## config.mk

```make
export PLATFORM = sky130hd
export DESIGN_NAME = timer_time_base
export DESIGN_NICKNAME = d
export VERILOG_FILES = /design/src/core/tb_time_base_pkg.sv /design/src/core/edge_filter.sv /design/src/core/timer_time_base.sv
export SDC_FILE = /design/constraint.sdc
export NUM_CORES = 1
export LEC_CHECK = 0
export ABC_AREA = 1
export BUFFER_PORTS_ARGS = -buffer_cell sky130_fd_sc_hd__buf_2
export CORE_MARGIN = 1
export CORE_UTILIZATION = 45
export CTS_CLUSTER_SIZE = 8
export DETAILED_ROUTE_END_ITERATION = 7
export PLACE_DENSITY = 0.72
export SETUP_SLACK_MARGIN = 0.4
export SYNTH_ARGS = -nofsm -noshare
export SYNTH_HDL_FRONTEND = slang
export SYNTH_SLANG_ARGS = --single-unit
```

## constraint.sdc

```tcl
create_clock -name clk -period 6.6 [get_ports clk]
set_input_delay 1.32 -clock clk [delete_from_list [all_inputs] [get_ports clk]]
set_output_delay 1.32 -clock clk [all_outputs]
set_load 0.005 [all_outputs]
```

## src/core/tb_time_base_pkg.sv

```systemverilog
// Constants for the timer time base: register map, fields, reset values.
// Assumes a single 10 MHz module clock and a plain one-cycle register port.
//
// Function
// Mode 000 clocks the prescaler from the module clock.
// Enabled counter divides the source clock to the counter clock.
// Modes 1,2,3,7 use the selected trigger; 4,5,6 the module clock.
// Mode 7, select 4..6: count chosen edges of channel 0/1 pins.
// Mode 7, select 0..3: count rises of internal triggers 0..3.
// External trigger is source for mode-1 bit, or mode 7 select 7.
// External trigger is filtered; one pulse per filtered rise.
// 16-bit prescale value gives division factor value plus one.
// Prescale writes take effect only at the next update.
// Counter is 16-bit unsigned.
// Up mode counts 0 to reload, wraps to 0 with overflow.
// Up mode updates after repetition count plus one overflows.
// Direction bit 0 counts up, 1 counts down.
// Up mode software update clears counter and updates.
// Down mode counts reload to 0, restarts at reload, underflows.
// Down mode updates after repetition count plus one underflows.
// Down mode software update loads reload value and updates.
// Update disable suppresses all updates.
// Each update copies repetition, reload and prescale shadows.
// Center mode: overflow at reload-1 going up, underflow at 1.
// Repetition counts down per overflow, underflow, or both.
package tb_time_base_pkg;

    // ------
    // Register offsets
    // ------
    localparam logic [7:0] CTRL_OFS = 8'h00;
    localparam logic [7:0] SLAVE_OFS = 8'h04;
    localparam logic [7:0] EVENT_OFS = 8'h08;
    localparam logic [7:0] COUNT_OFS = 8'h0C;
    localparam logic [7:0] PRESC_OFS = 8'h10;
    localparam logic [7:0] RELOAD_OFS = 8'h14;
    localparam logic [7:0] REPEAT_OFS = 8'h18;
    localparam logic [7:0] STATUS_OFS = 8'h1C;

    // ------
    // Field positions
    // ------
    localparam int CTRL_EN_BIT = 0;
    localparam int CTRL_UPDATE_DISABLE_BIT = 1;
    localparam int CTRL_DIR_BIT = 4;
    localparam int CTRL_CENTER_BIT = 5;
    localparam int SLV_MODE_LSB = 0;
    localparam int SLV_TRG_LSB = 4;
    localparam int SLV_EXT1_BIT = 14;
    localparam int SLV_CHPOL_BIT = 15;
    localparam int SLV_FLT_LSB = 8;
    localparam int EVT_SWUPD_BIT = 0;

    // ------
    // Modes and trigger selections
    // ------
    localparam logic [2:0] MODE_OFF = 3'h0;
    localparam logic [2:0] MODE_EXT0 = 3'h7;
    localparam logic [2:0] TRG_ETI = 3'h7;

    // ------
    // Reset values
    // ------
    localparam logic [15:0] RELOAD_RST = 16'hFFFF;
    localparam logic [15:0] ZERO16 = 16'h0000;
    localparam logic [3:0] FLT_RST = 4'h0;

endpackage : tb_time_base_pkg

```

## src/core/edge_filter.sv

```systemverilog
// Digital filter for the external trigger pin, with rising-edge pulse out.
// Assumes the pin is already synchronous to clk; clock enable freezes it.
`timescale 1ns/10ps
module edge_filter #(
    parameter int FLT_W = 4
) (
    // Clock and reset
    input wire logic clk,
    input wire logic rst_n,
    input wire logic clkEn,
    // Filter setting: consecutive samples needed minus one, 0 passes straight
    input wire logic [FLT_W-1:0] fltLen,
    // Pin and result
    input wire logic pinIn,
    output logic risePulse
);

    logic [FLT_W-1:0] agree_r;
    logic level_r;
    logic [FLT_W-1:0] agreeNxt;
    logic levelNxt;
    wire differs = (pinIn != level_r);
    wire settled = (agree_r >= fltLen);

    // ------
    // Filter: level changes only after fltLen+1 steady samples
    // ------
    always_comb begin
        agreeNxt = agree_r;
        levelNxt = level_r;
        if (!differs) begin
            agreeNxt = '0;
        end else if (settled) begin
            levelNxt = pinIn;
            agreeNxt = '0;
        end else begin
            agreeNxt = agree_r + 1'b1;
        end
    end

    // State registers; one pulse per filtered rising edge
    always_ff @(posedge clk or negedge rst_n) begin
        if (!rst_n) begin
            agree_r <= '0;
            level_r <= 1'b0;
            risePulse <= 1'b0;
        end else if (clkEn) begin
            agree_r <= agreeNxt;
            level_r <= levelNxt;
            risePulse <= levelNxt & ~level_r;
        end else begin
            risePulse <= 1'b0;
        end
    end

endmodule : edge_filter

```

## src/core/timer_time_base.sv

```systemverilog
// Time base of a four-channel timer: clock select, prescaler, counter.
// Assumes synchronous inputs, one 10 MHz clock and the plain register port.
//
// Implementation choices: the placing of the registers and the plain strobed port.
`timescale 1ns/10ps
module timer_time_base #(
    parameter int CNT_W = 16,
    parameter int FLT_W = 4
) (
    // Clock, reset, freeze
    input wire logic clk,
    input wire logic rst_n,
    input wire logic clkEn,
    // Register port
    input wire logic [7:0] regAddr,
    input wire logic [31:0] regWdata,
    input wire logic regWr,
    input wire logic regRd,
    output logic [31:0] regRdata,
    // Clock sources
    input wire logic [3:0] internalTriggerInput,
    input wire logic channel0InputPin,
    input wire logic channel1InputPin,
    input wire logic externalTriggerInput,
    // Time base results
    output logic [CNT_W-1:0] countOut,
    output logic updateEvent,
    output logic overflowPulse,
    output logic underflowPulse
);

    initial begin
        if (CNT_W != 16) $error("counter width must be 16");
        if (FLT_W < 1 || FLT_W > 8) $error("filter width 1..8");
    end

    // ------
    // Software registers
    // ------
    logic counterEnable_r;
    logic updateDisable_r;
    logic countDown_r;
    logic centerMode_r;
    logic [2:0] slaveModeSelect_r;
    logic [2:0] triggerSourceSelect_r;
    logic externalClockMode1Enable_r;
    logic chFalling_r;
    logic [FLT_W-1:0] fltLen_r;
    logic [15:0] prescaleBuf_r;
    logic [15:0] reloadBuf_r;
    logic [15:0] repeatBuf_r;
    // Active copies and counters
    logic [15:0] prescaleAct_r;
    logic [15:0] reloadAct_r;
    logic [15:0] repeatLeft_r;
    logic [15:0] presCnt_r;
    logic [CNT_W-1:0] cnt_r;
    logic goingDown_r;
    logic [3:0] itiPrev_r;
    logic ch0Prev_r;
    logic ch1Prev_r;
    logic updFlag_r;

    // ------
    // Address decode
    // ------
    wire wrCtrl = regWr && (regAddr == tb_time_base_pkg::CTRL_OFS);
    wire wrSlave = regWr && (regAddr == tb_time_base_pkg::SLAVE_OFS);
    wire wrEvent = regWr && (regAddr == tb_time_base_pkg::EVENT_OFS);
    wire wrCount = regWr && (regAddr == tb_time_base_pkg::COUNT_OFS);
    wire wrPresc = regWr && (regAddr == tb_time_base_pkg::PRESC_OFS);
    wire wrReload = regWr && (regAddr == tb_time_base_pkg::RELOAD_OFS);
    wire wrRepeat = regWr && (regAddr == tb_time_base_pkg::REPEAT_OFS);
    wire swUpdate = wrEvent && regWdata[tb_time_base_pkg::EVT_SWUPD_BIT];

    // ------
    // Clock source selection
    // ------
    logic etiRise;
    edge_filter #(
        .FLT_W(FLT_W)
    ) u_eti_filter (
        .clk(clk),
        .rst_n(rst_n),
        .clkEn(clkEn),
        .fltLen(fltLen_r),
        .pinIn(externalTriggerInput),
        .risePulse(etiRise)
    );

    // Edges of the trigger inputs, seen against last sample
    wire [3:0] itiRise = internalTriggerInput & ~itiPrev_r;
    wire ch0Edge = chFalling_r ? (ch0Prev_r & ~channel0InputPin)
                               : (~ch0Prev_r & channel0InputPin);
    wire ch1Edge = chFalling_r ? (ch1Prev_r & ~channel1InputPin)
                               : (~ch1Prev_r & channel1InputPin);
    wire ext0Mode = (slaveModeSelect_r == tb_time_base_pkg::MODE_EXT0);
    wire trgMode = (slaveModeSelect_r == 3'h1) || (slaveModeSelect_r == 3'h2)
        || (slaveModeSelect_r == 3'h3) || ext0Mode;
    logic trgTick;

    // Trigger selected source; 4 is either channel edge, 5 ch0, 6 ch1
    always_comb begin
        case (triggerSourceSelect_r)
            3'h0, 3'h1, 3'h2, 3'h3:
                trgTick = itiRise[triggerSourceSelect_r[1:0]];
            3'h4: trgTick = ch0Edge | ch1Edge;
            3'h5: trgTick = ch0Edge;
            3'h6: trgTick = ch1Edge;
            default: trgTick = etiRise;
        endcase
    end

    // Source tick: ext mode 1 wins; modes 4..6 and 0 use the module clock
    wire etiSel = externalClockMode1Enable_r
        || (ext0Mode && triggerSourceSelect_r == tb_time_base_pkg::TRG_ETI);
    wire srcTick = etiSel ? etiRise : (trgMode ? trgTick : 1'b1);

    // ------
    // Prescaler and counter
    // ------
    wire presWrap = (presCnt_r == prescaleAct_r);
    wire cntTick = counterEnable_r && srcTick && presWrap;

    // Up: overflow at reload; center up: at reload-1 ahead of turn
    wire atTop = (cnt_r == reloadAct_r);
    wire upOvf = !centerMode_r && !countDown_r && atTop;
    wire downUnf = !centerMode_r && countDown_r && (cnt_r == '0);
    wire cenOvf = centerMode_r && !goingDown_r
        && (cnt_r == reloadAct_r - 16'h0001);
    wire cenUnf = centerMode_r && goingDown_r && (cnt_r == 16'h0001);
    wire ovf = cntTick && (upOvf || cenOvf);
    wire unf = cntTick && (downUnf || cenUnf);
    wire wrapEvt = ovf || unf;
    wire repDone = (repeatLeft_r == '0);
    wire hwUpdate = wrapEvt && repDone && !updateDisable_r;
    wire anyUpdate = hwUpdate || (swUpdate && !updateDisable_r);

    logic [CNT_W-1:0] cntNxt;
    logic goingDownNxt;
    // Next count value and center-mode direction
    always_comb begin
        cntNxt = cnt_r;
        goingDownNxt = goingDown_r;
        if (swUpdate) begin
            cntNxt = countDown_r && !centerMode_r ? reloadAct_r : '0;
            goingDownNxt = 1'b0;
        end else if (wrCount) begin
            cntNxt = regWdata[CNT_W-1:0];
        end else if (cntTick) begin
            if (centerMode_r) begin
                if (!goingDown_r) begin
                    cntNxt = cnt_r + 16'h0001;
                    goingDownNxt = (cnt_r + 16'h0001 >= reloadAct_r);
                end else begin
                    cntNxt = cnt_r - 16'h0001;
                    goingDownNxt = (cnt_r > 16'h0001);
                end
            end else if (countDown_r) begin
                cntNxt = (cnt_r == '0) ? reloadAct_r : cnt_r - 16'h0001;
            end else begin
                cntNxt = atTop ? '0 : cnt_r + 16'h0001;
            end
        end
    end

    // Prescaler counter; restarts on an update so new factor starts clean
    always_ff @(posedge clk or negedge rst_n) begin
        if (!rst_n) begin
            presCnt_r <= tb_time_base_pkg::ZERO16;
        end else if (clkEn) begin
            if (anyUpdate || swUpdate) begin
                presCnt_r <= tb_time_base_pkg::ZERO16;
            end else if (counterEnable_r && srcTick) begin
                presCnt_r <= presWrap ? tb_time_base_pkg::ZERO16
                                      : presCnt_r + 16'h0001;
            end
        end
    end

    // Counter, direction and edge history
    always_ff @(posedge clk or negedge rst_n) begin
        if (!rst_n) begin
            cnt_r <= '0;
            goingDown_r <= 1'b0;
            itiPrev_r <= 4'h0;
            ch0Prev_r <= 1'b0;
            ch1Prev_r <= 1'b0;
        end else if (clkEn) begin
            cnt_r <= cntNxt;
            goingDown_r <= goingDownNxt;
            itiPrev_r <= internalTriggerInput;
            ch0Prev_r <= channel0InputPin;
            ch1Prev_r <= channel1InputPin;
        end
    end

    // Active copies loaded on update; repetition counts down per wrap
    always_ff @(posedge clk or negedge rst_n) begin
        if (!rst_n) begin
            prescaleAct_r <= tb_time_base_pkg::ZERO16;
            reloadAct_r <= tb_time_base_pkg::RELOAD_RST;
            repeatLeft_r <= tb_time_base_pkg::ZERO16;
        end else if (clkEn) begin
            if (anyUpdate) begin
                prescaleAct_r <= prescaleBuf_r;
                reloadAct_r <= reloadBuf_r;
                repeatLeft_r <= repeatBuf_r;
            end else if (wrapEvt && !repDone) begin
                repeatLeft_r <= repeatLeft_r - 16'h0001;
            end
        end
    end

    // ------
    // Register writes and outputs
    // ------
    always_ff @(posedge clk or negedge rst_n) begin
        if (!rst_n) begin
            counterEnable_r <= 1'b0;
            updateDisable_r <= 1'b0;
            countDown_r <= 1'b0;
            centerMode_r <= 1'b0;
            slaveModeSelect_r <= tb_time_base_pkg::MODE_OFF;
            triggerSourceSelect_r <= 3'h0;
            externalClockMode1Enable_r <= 1'b0;
            chFalling_r <= 1'b0;
            fltLen_r <= FLT_W'(tb_time_base_pkg::FLT_RST);
            prescaleBuf_r <= tb_time_base_pkg::ZERO16;
            reloadBuf_r <= tb_time_base_pkg::RELOAD_RST;
            repeatBuf_r <= tb_time_base_pkg::ZERO16;
        end else if (clkEn) begin
            if (wrCtrl) begin
                counterEnable_r <= regWdata[tb_time_base_pkg::CTRL_EN_BIT];
                updateDisable_r <= regWdata[tb_time_base_pkg::CTRL_UPDATE_DISABLE_BIT];
                countDown_r <= regWdata[tb_time_base_pkg::CTRL_DIR_BIT];
                centerMode_r <= regWdata[tb_time_base_pkg::CTRL_CENTER_BIT];
            end
            if (wrSlave) begin
                slaveModeSelect_r <=
                    regWdata[tb_time_base_pkg::SLV_MODE_LSB +: 3];
                triggerSourceSelect_r <=
                    regWdata[tb_time_base_pkg::SLV_TRG_LSB +: 3];
                externalClockMode1Enable_r <=
                    regWdata[tb_time_base_pkg::SLV_EXT1_BIT];
                chFalling_r <= regWdata[tb_time_base_pkg::SLV_CHPOL_BIT];
                fltLen_r <= regWdata[tb_time_base_pkg::SLV_FLT_LSB +: FLT_W];
            end
            if (wrPresc) begin
                prescaleBuf_r <= regWdata[15:0];
            end
            if (wrReload) begin
                reloadBuf_r <= regWdata[15:0];
            end
            if (wrRepeat) begin
                repeatBuf_r <= regWdata[15:0];
            end
        end
    end

    // Read mux: status shows center-mode direction and sticky update flag
    logic [31:0] rdMux;
    always_comb begin
        case (regAddr)
            tb_time_base_pkg::CTRL_OFS: rdMux = {26'h0, centerMode_r,
                countDown_r, 2'h0, updateDisable_r, counterEnable_r};
            tb_time_base_pkg::SLAVE_OFS: rdMux = {16'h0, chFalling_r,
                externalClockMode1Enable_r, 6'(fltLen_r), 1'b0,
                triggerSourceSelect_r, 1'b0, slaveModeSelect_r};
            tb_time_base_pkg::COUNT_OFS: rdMux = {16'h0, cnt_r};
            tb_time_base_pkg::PRESC_OFS: rdMux = {16'h0, prescaleBuf_r};
            tb_time_base_pkg::RELOAD_OFS: rdMux = {16'h0, reloadBuf_r};
            tb_time_base_pkg::REPEAT_OFS: rdMux = {16'h0, repeatBuf_r};
            tb_time_base_pkg::STATUS_OFS: rdMux = {30'h0, goingDown_r,
                updFlag_r};
            default: rdMux = 32'h0000_0000;
        endcase
    end
    wire rdStatus = regRd && (regAddr == tb_time_base_pkg::STATUS_OFS);

    // Outputs straight from flops; update flag set wins over read-clear
    always_ff @(posedge clk or negedge rst_n) begin
        if (!rst_n) begin
            regRdata <= 32'h0000_0000;
            countOut <= '0;
            updateEvent <= 1'b0;
            overflowPulse <= 1'b0;
            underflowPulse <= 1'b0;
            updFlag_r <= 1'b0;
        end else if (clkEn) begin
            regRdata <= regRd ? rdMux : 32'h0000_0000;
            countOut <= cntNxt;
            updateEvent <= anyUpdate;
            overflowPulse <= ovf;
            underflowPulse <= unf;
            updFlag_r <= anyUpdate || (updFlag_r && !rdStatus);
        end else begin
            updateEvent <= 1'b0;
            overflowPulse <= 1'b0;
            underflowPulse <= 1'b0;
        end
    end

endmodule : timer_time_base

```

# --- Word-level counts from Yosys, hierarchy flattened ---
# Cells that the tools add are included.
# W data, S select, Z words.
totals:
  inputBits: 52
  out_inout_bits: 51
  elab_cells: 175
  reg_bits: 193
classes:
  eq_ne: 24
  mux: 36
  bitwise: 13
  n_reduce_logical: 63
  order_cmp: 4
  addsub: 6
op_table:
  columns: ["operator", "n"]
  rows:
  - ["$mux W16", 14]
  - ["$pmux W16 S7", 1]
  - ["$eq A16 B16 Y1", 3]
  - ["$sub A16 B1 Y16 const B", 3]
  - ["$add A16 B1 Y16 const B", 2]
  - ["$eq A8 B5 Y1 const B", 4]
  - ["$logic_not A16 Y1", 2]
  - ["$mux W32", 1]
  - ["$logic_and A1 B1 Y1", 27]
  - ["$reduce_and A2 Y1", 9]
  - ["$eq A16 B1 Y1 const B", 1]
  - ["$eq A8 B4 Y1 const B", 2]
  - ["$ge A16 B16 Y1", 1]
  - ["$gt A16 B1 Y1 const B", 1]
  - ["$mux W1", 16]
  - ["$eq A3 B3 Y1 const B", 5]
  - ["$eq A3 B2 Y1 const B", 4]
  - ["$logic_or A1 B1 Y1", 10]
  - ["$eq A8 B3 Y1 const B", 1]
  - ["$logic_not A8 Y1", 1]
  - ["$mux W4", 2]
  - ["$reduce_bool A2 Y1", 4]
  - ["$eq A3 B1 Y1 const B", 2]
  - ["$logic_not A1 Y1", 6]
  - ["16 further kinds", 24]

# --- Logic depth before layout (Yosys ltp) ---
depth:
  word_depth: 17
  mapped_depth: 21
  mapped_depth_nobuf: 19

# --- Hierarchy ---
# From an unflattened synthesis, not the netlist that was laid out.
unflattened:
  hier_cells: 1489
  hier_area_um2: 11115.7
by_module_without_submodules:
  columns: ["module", "cells_each", "area_each_um2", "n_inst"]
  rows:
  - ["timer_time_base", 1436, 10699.0, 1]
  - ["edge_filter", 53, 416.6, 1]

# --- Worst setup path before layout ---
# No wires, ideal clock.
synth_timing:
  kind: "input -> register"
  startpoint: "input port regAddr[1]"
  endpoint: "register prescaleAct_r[14]"
  required_ns: 6.483
  setup_time_ns: 0.117
  path_buffers: 1
  path_stages: 11
  arrival_ns: 2.902
  path_slack_ns: 3.580
  path_cell_list: "nor2_1 > inv_2 > nor3_2 > inv_2 > nor4_4 > nand2_1 > nand2_4 > nand2_4 > buf_6 > nand2_1 > o21ai_2"
synth_between:
  elab_chain_len: 6
synth_lines:
  columns: ["item", "line_no", "source"]
  rows:
  - ["start, declared", "timer_time_base.sv:15", "input wire logic [7:0] regAddr,"]
  - ["$eq A8 B4 Y1", "timer_time_base.sv:69", "wire wrEvent = regWr && (regAddr == tb_time_base_pkg::EVENT_OFS);"]
  - ["$logic_and A1 B1 Y1", "timer_time_base.sv:69", null]
  - ["$logic_and A1 B1 Y1", "timer_time_base.sv:74", "wire swUpdate = wrEvent && regWdata[tb_time_base_pkg::EVT_SWUPD_BIT];"]
  - ["$logic_and A1 B1 Y1", "timer_time_base.sv:137", "wire anyUpdate = hwUpdate || (swUpdate && !updateDisable_r);"]
  - ["$logic_or A1 B1 Y1", "timer_time_base.sv:137", null]
  - ["$reduce_and A2 Y1 (no source line)", null, null]
  - ["end signal, assigned", "timer_time_base.sv:201", "prescaleAct_r <= tb_time_base_pkg::ZERO16;"]
  - ["end signal, assigned", "timer_time_base.sv:206", "prescaleAct_r <= prescaleBuf_r;"]
  - ["end, declared", "timer_time_base.sv:53", "logic [15:0] prescaleAct_r;"]
# No other way between the ends.
# A chain may end at the register's enable or synchronous reset.

# --- Final worst setup path ---
layout_timing:
  startpoint: "input port regAddr[7]"
  endpoint: "register prescaleAct_r[14]"
# Same word-level chain as after synthesis.

==> out/summary.log <==
INFO  status         run_status=finished, final reports clean
INFO  grt            first_global_vias=9752
INFO  timing         timing.fmax=235MHz
INFO  critical_path  rr_worst_depth=18
INFO  routing        vias=10.5k
INFO  synth          synthesis.yosys.warnings=0
INFO  hold_path      min_from=regRdata[1]
INFO  floorplan      start_util=0.462
INFO  timing         timing.hold.ws=0.476ns
INFO  power_and_ir_drop static_power_due_to_leakage=0.00580uW
INFO  power_and_ir_drop ir_drop=0.140mV
INFO  hold_path      whs_endpoint=regRdata[1]
INFO  critical_path  critical_path_start_end_classification=in -> reg
INFO  placed_design  dp_hpwl=25300microns
INFO  hold_path      min_path_cells=2
INFO  timing         setup-tns-final=0ns
INFO  floorplan      floorplan.die.width=161microns
INFO  timing         timing_hold_violations_final=0
INFO  job            maxCapViolCount=0
INFO  synth          postSynthRegisterBits=177
INFO  floorplan      io-pin-count=103
INFO  clocking       tritoncts=built
INFO  clocking       root_buffer=sky130_fd_sc_hd__clkbuf_16
INFO  timing         fin_max_slew_vios=0
INFO  synth          dominant_cells_by_area_after_synthesis=sky130_fd_sc_hd__dfrtp_1, sky130_fd_sc_hd__nand2_1, sky130_fd_sc_hd__dfstp_2, sky130_fd_sc_hd__o21ai_0, sky130_fd_sc_hd__inv_1
INFO  synth          syn_inst=1500
INFO  power_and_ir_drop p_total=2980uW
INFO  clocking       number_of_buffers_added_by_the_clock_tree_synthesis_step=17
INFO  grt            first_pass_grt_wire_length=54300microns
INFO  clocking       clock_sinks=177
INFO  floorplan      chipHeight=161microns
INFO  routing        viasPerCell=5.58
INFO  placed_design  place.detailed.instances=1841
INFO  grt            grtUsageTotal=0.273
INFO  synth          postSynthAreaPerCell=7.55squm
INFO  placed_design  gp_congestion=0.954
INFO  critical_path  reg2reg_slack=3.14ns
INFO  power_and_ir_drop power_density=240mW/mm^2
INFO  grt            maximum_number_of_pins_on_one_net_before_global_route_repair=63
INFO  critical_path  critical_path_required=6.90ns
INFO  critical_path  worstSetupStartpointType=input port
INFO  routing        drt-pass1-iter-count=8
INFO  timing         worstMarginPinSlew=1.14ns
INFO  clocking       post_cts_hold_buffer_count=0
INFO  critical_path  regToRegEndpoint=prescaleAct_r[14]
INFO  floorplan      num_rows=57
INFO  routing        dr.first_iter.drc_count=991
INFO  hold_path      min_path_type=reg -> reg
INFO  critical_path  critPathCaptureType=register
INFO  final_layout   stdcell_count=1874
INFO  final_layout   post_route_cells_drive_above_1_share=0.143
INFO  timing         unrepaired_setup_endpoints_after_global_routing=false
INFO  timing         period_minus_slack=4.26ns
INFO  timing         slew-limit-headroom=0.236
INFO  routing        drt_drc_violations_left=0
INFO  synth          syn_area=0.0113sqmm
INFO  routing        wl_per_cell=18.4microns
INFO  synth          synthDominantCellAreaShare=0.320
INFO  final_layout   layout.nets=1615
INFO  clocking       worst_skew_late_latency=0.45ns
INFO  clocking       setup_buffers_after_cts=0
INFO  routing        route.final.wire_length=34400microns
INFO  synth          synthDominantAreaCellType=sky130_fd_sc_hd__dfrtp_1
INFO  grt            grt_antenna_before_repair=1
INFO  clocking       clk_path_buf_depth=2
INFO  clocking       ctsHtreeMaxLevel=4
INFO  final_layout   layout.core_utilization=0.505
INFO  critical_path  timing.critical_path.arrival=4.56ns
INFO  timing         share_of_the_clock_period_used_by_the_worst_path_after_layout=0.645
INFO  floorplan      design.core.area=0.0245sqmm
INFO  critical_path  rr_startpoint=reloadAct_r[0]
INFO  routing        antenna_left=0
INFO  synth          ys_seq_area_frac=0.394
INFO  critical_path  critPathMaxFanout=52
INFO  final_layout   syn_to_final_growth=9.35%
INFO  clocking       postCtsResizedCells=0
INFO  final_layout   layout.filler_cells=2393
INFO  grt            grt.overflow.total=0
INFO  timing         setup_violations=0
INFO  placed_design  numPortBuffers=70
INFO  timing         finalClockSkew=0.0157ns
INFO  clocking       cts.reportedPaths.clkPinSlew=0.07ns
INFO  floorplan      dieArea=0.0258sqmm
INFO  synth          netlist-cell-type-count=56
==> layer usage <==
metal | wire, microns | vias to the layer above | track usage
met3 | 2690 | 69 | 0.0514
met1 | 15100 | 4992 | 0.382
li1 | - | 4947 | -
met4 | 1100 | 0 | 0.107
met5 | 0 | - | 0
met2 | 15500 | 448 | 0.417
==> cells in the mapped netlist, drive strengths merged <==
master     n
inv      172
o211ai     6
o41ai      1
conb       1
a22o       3
nand3     63
xnor2     28
clkbuf    31
or2        1
ha        27
dfrtp    145
a221oi     9
clkinv     2
and3       1
buf       42
a211oi     8
o31ai      1
nor4       7
o2111ai    5
nand4     33
a31oi      9
a32o       2
o221ai    11
o21ai    159
nand3b     7
nor3b      1
nor3      26
dfstp     32
a22oi      2
xor2      43
nand2    447
o21bai     1
nor2     116
o22ai     21
a21oi     37
==> stage by stage <==
stage | setup slack (ns) | instance area, sq um
floorplan | 3.58 | 11400
detailed placement | 2.02 | 11700
global placement | 2.00 | 11700
CTS | 2.45 | 12400
finish | 2.34 | 12400
global route | 2.25 | 12400
==> cells by family after synthesis <==
| kind of cell | after synthesis | share of synthesized area |
|---|---|---|
| buffers and inverters | 247 | 0.0972 |
| AO/OA/AOI/OAI | 275 | 0.149 |
| other | 1 | 0.000331 |
| AND/OR/NAND/NOR | 702 | 0.274 |
| XOR/XNOR | 71 | 0.0549 |
| adder cells (fa/ha/maj) | 27 | 0.0298 |
| flip-flops | 177 | 0.394 |
==> cell type report <==
| type | instances | area [sq um] | share of cell area |
|---|---|---|---|
| inverter | 174 | 653 | 0.0527 |
| timing repair buffer | 75 | 394 | 0.0318 |
| sequential | 177 | 4470 | 0.361 |
| clock inverter | 11 | 135 | 0.0109 |
| tap | 324 | 405 | 0.0327 |
| multi-input combinational | 1091 | 5820 | 0.469 |
| antenna | 1 | 2.50 | 0.000202 |
| clock buffer | 21 | 514 | 0.0415 |
==> report_power, final <==
group | switching [uW] | total [uW] | internal [uW]
Clock | 461 | 1100 | 642
Sequential | 103 | 1240 | 1130
Combinational | 404 | 640 | 235
Total | 969 | 2980 | 2010
==> worst max-delay path: stages <==
cell and delay [ns]:
sky130_fd_sc_hd__buf_2 0.09, sky130_fd_sc_hd__nor2_1 0.09, sky130_fd_sc_hd__inv_1 0.06, sky130_fd_sc_hd__nor3_2 0.30, sky130_fd_sc_hd__inv_1 0.23, sky130_fd_sc_hd__nor4_4 0.61, sky130_fd_sc_hd__nand2_1 0.69, sky130_fd_sc_hd__nand2_4 0.43
sky130_fd_sc_hd__nand2_4 0.42, sky130_fd_sc_hd__nand2_1 0.22, sky130_fd_sc_hd__o21ai_2 0.07
==> cells in the final DEF, fill, tap and decap left out, drive strengths merged, types with 28 or more instances in the layout <==
master,count
buf,75
nand4,33
nand2,447
nor2,116
xnor2,28
dfstp,32
xor2,43
inv,175
dfrtp,145
o21ai,159
a21oi,37
nand3,63
==> flip-flops by register name, summed over array words and instances, names as in the netlist, 4 cells and up <==
| register | count |
|---|---|
| u_eti_filter.agree_r | 4 |
| reloadBuf_r | 16 |
| fltLen_r | 4 |
| prescaleBuf_r | 16 |
| prescaleAct_r | 16 |
| itiPrev_r | 4 |
| presCnt_r | 16 |
| repeatBuf_r | 16 |
| reloadAct_r | 16 |
| countOut | 16 |
| regRdata | 16 |
| repeatLeft_r | 16 |
==> worst max path at each step <==
stage               slack [ns]       start  depth (start not counted)                end
finish                    2.34  regAddr[7]                         11  prescaleAct_r[14]
global route              2.25  regAddr[7]                         11  prescaleAct_r[14]
CTS                       2.45  regAddr[7]                         11  prescaleAct_r[14]
detailed placement        2.02  regAddr[7]                         11  prescaleAct_r[14]
global placement          2.00  regAddr[7]                         11   prescaleAct_r[0]
floorplan                 3.58  regAddr[1]                         11  prescaleAct_r[14]
Note: power is estimated with default switching activity, not from simulation.
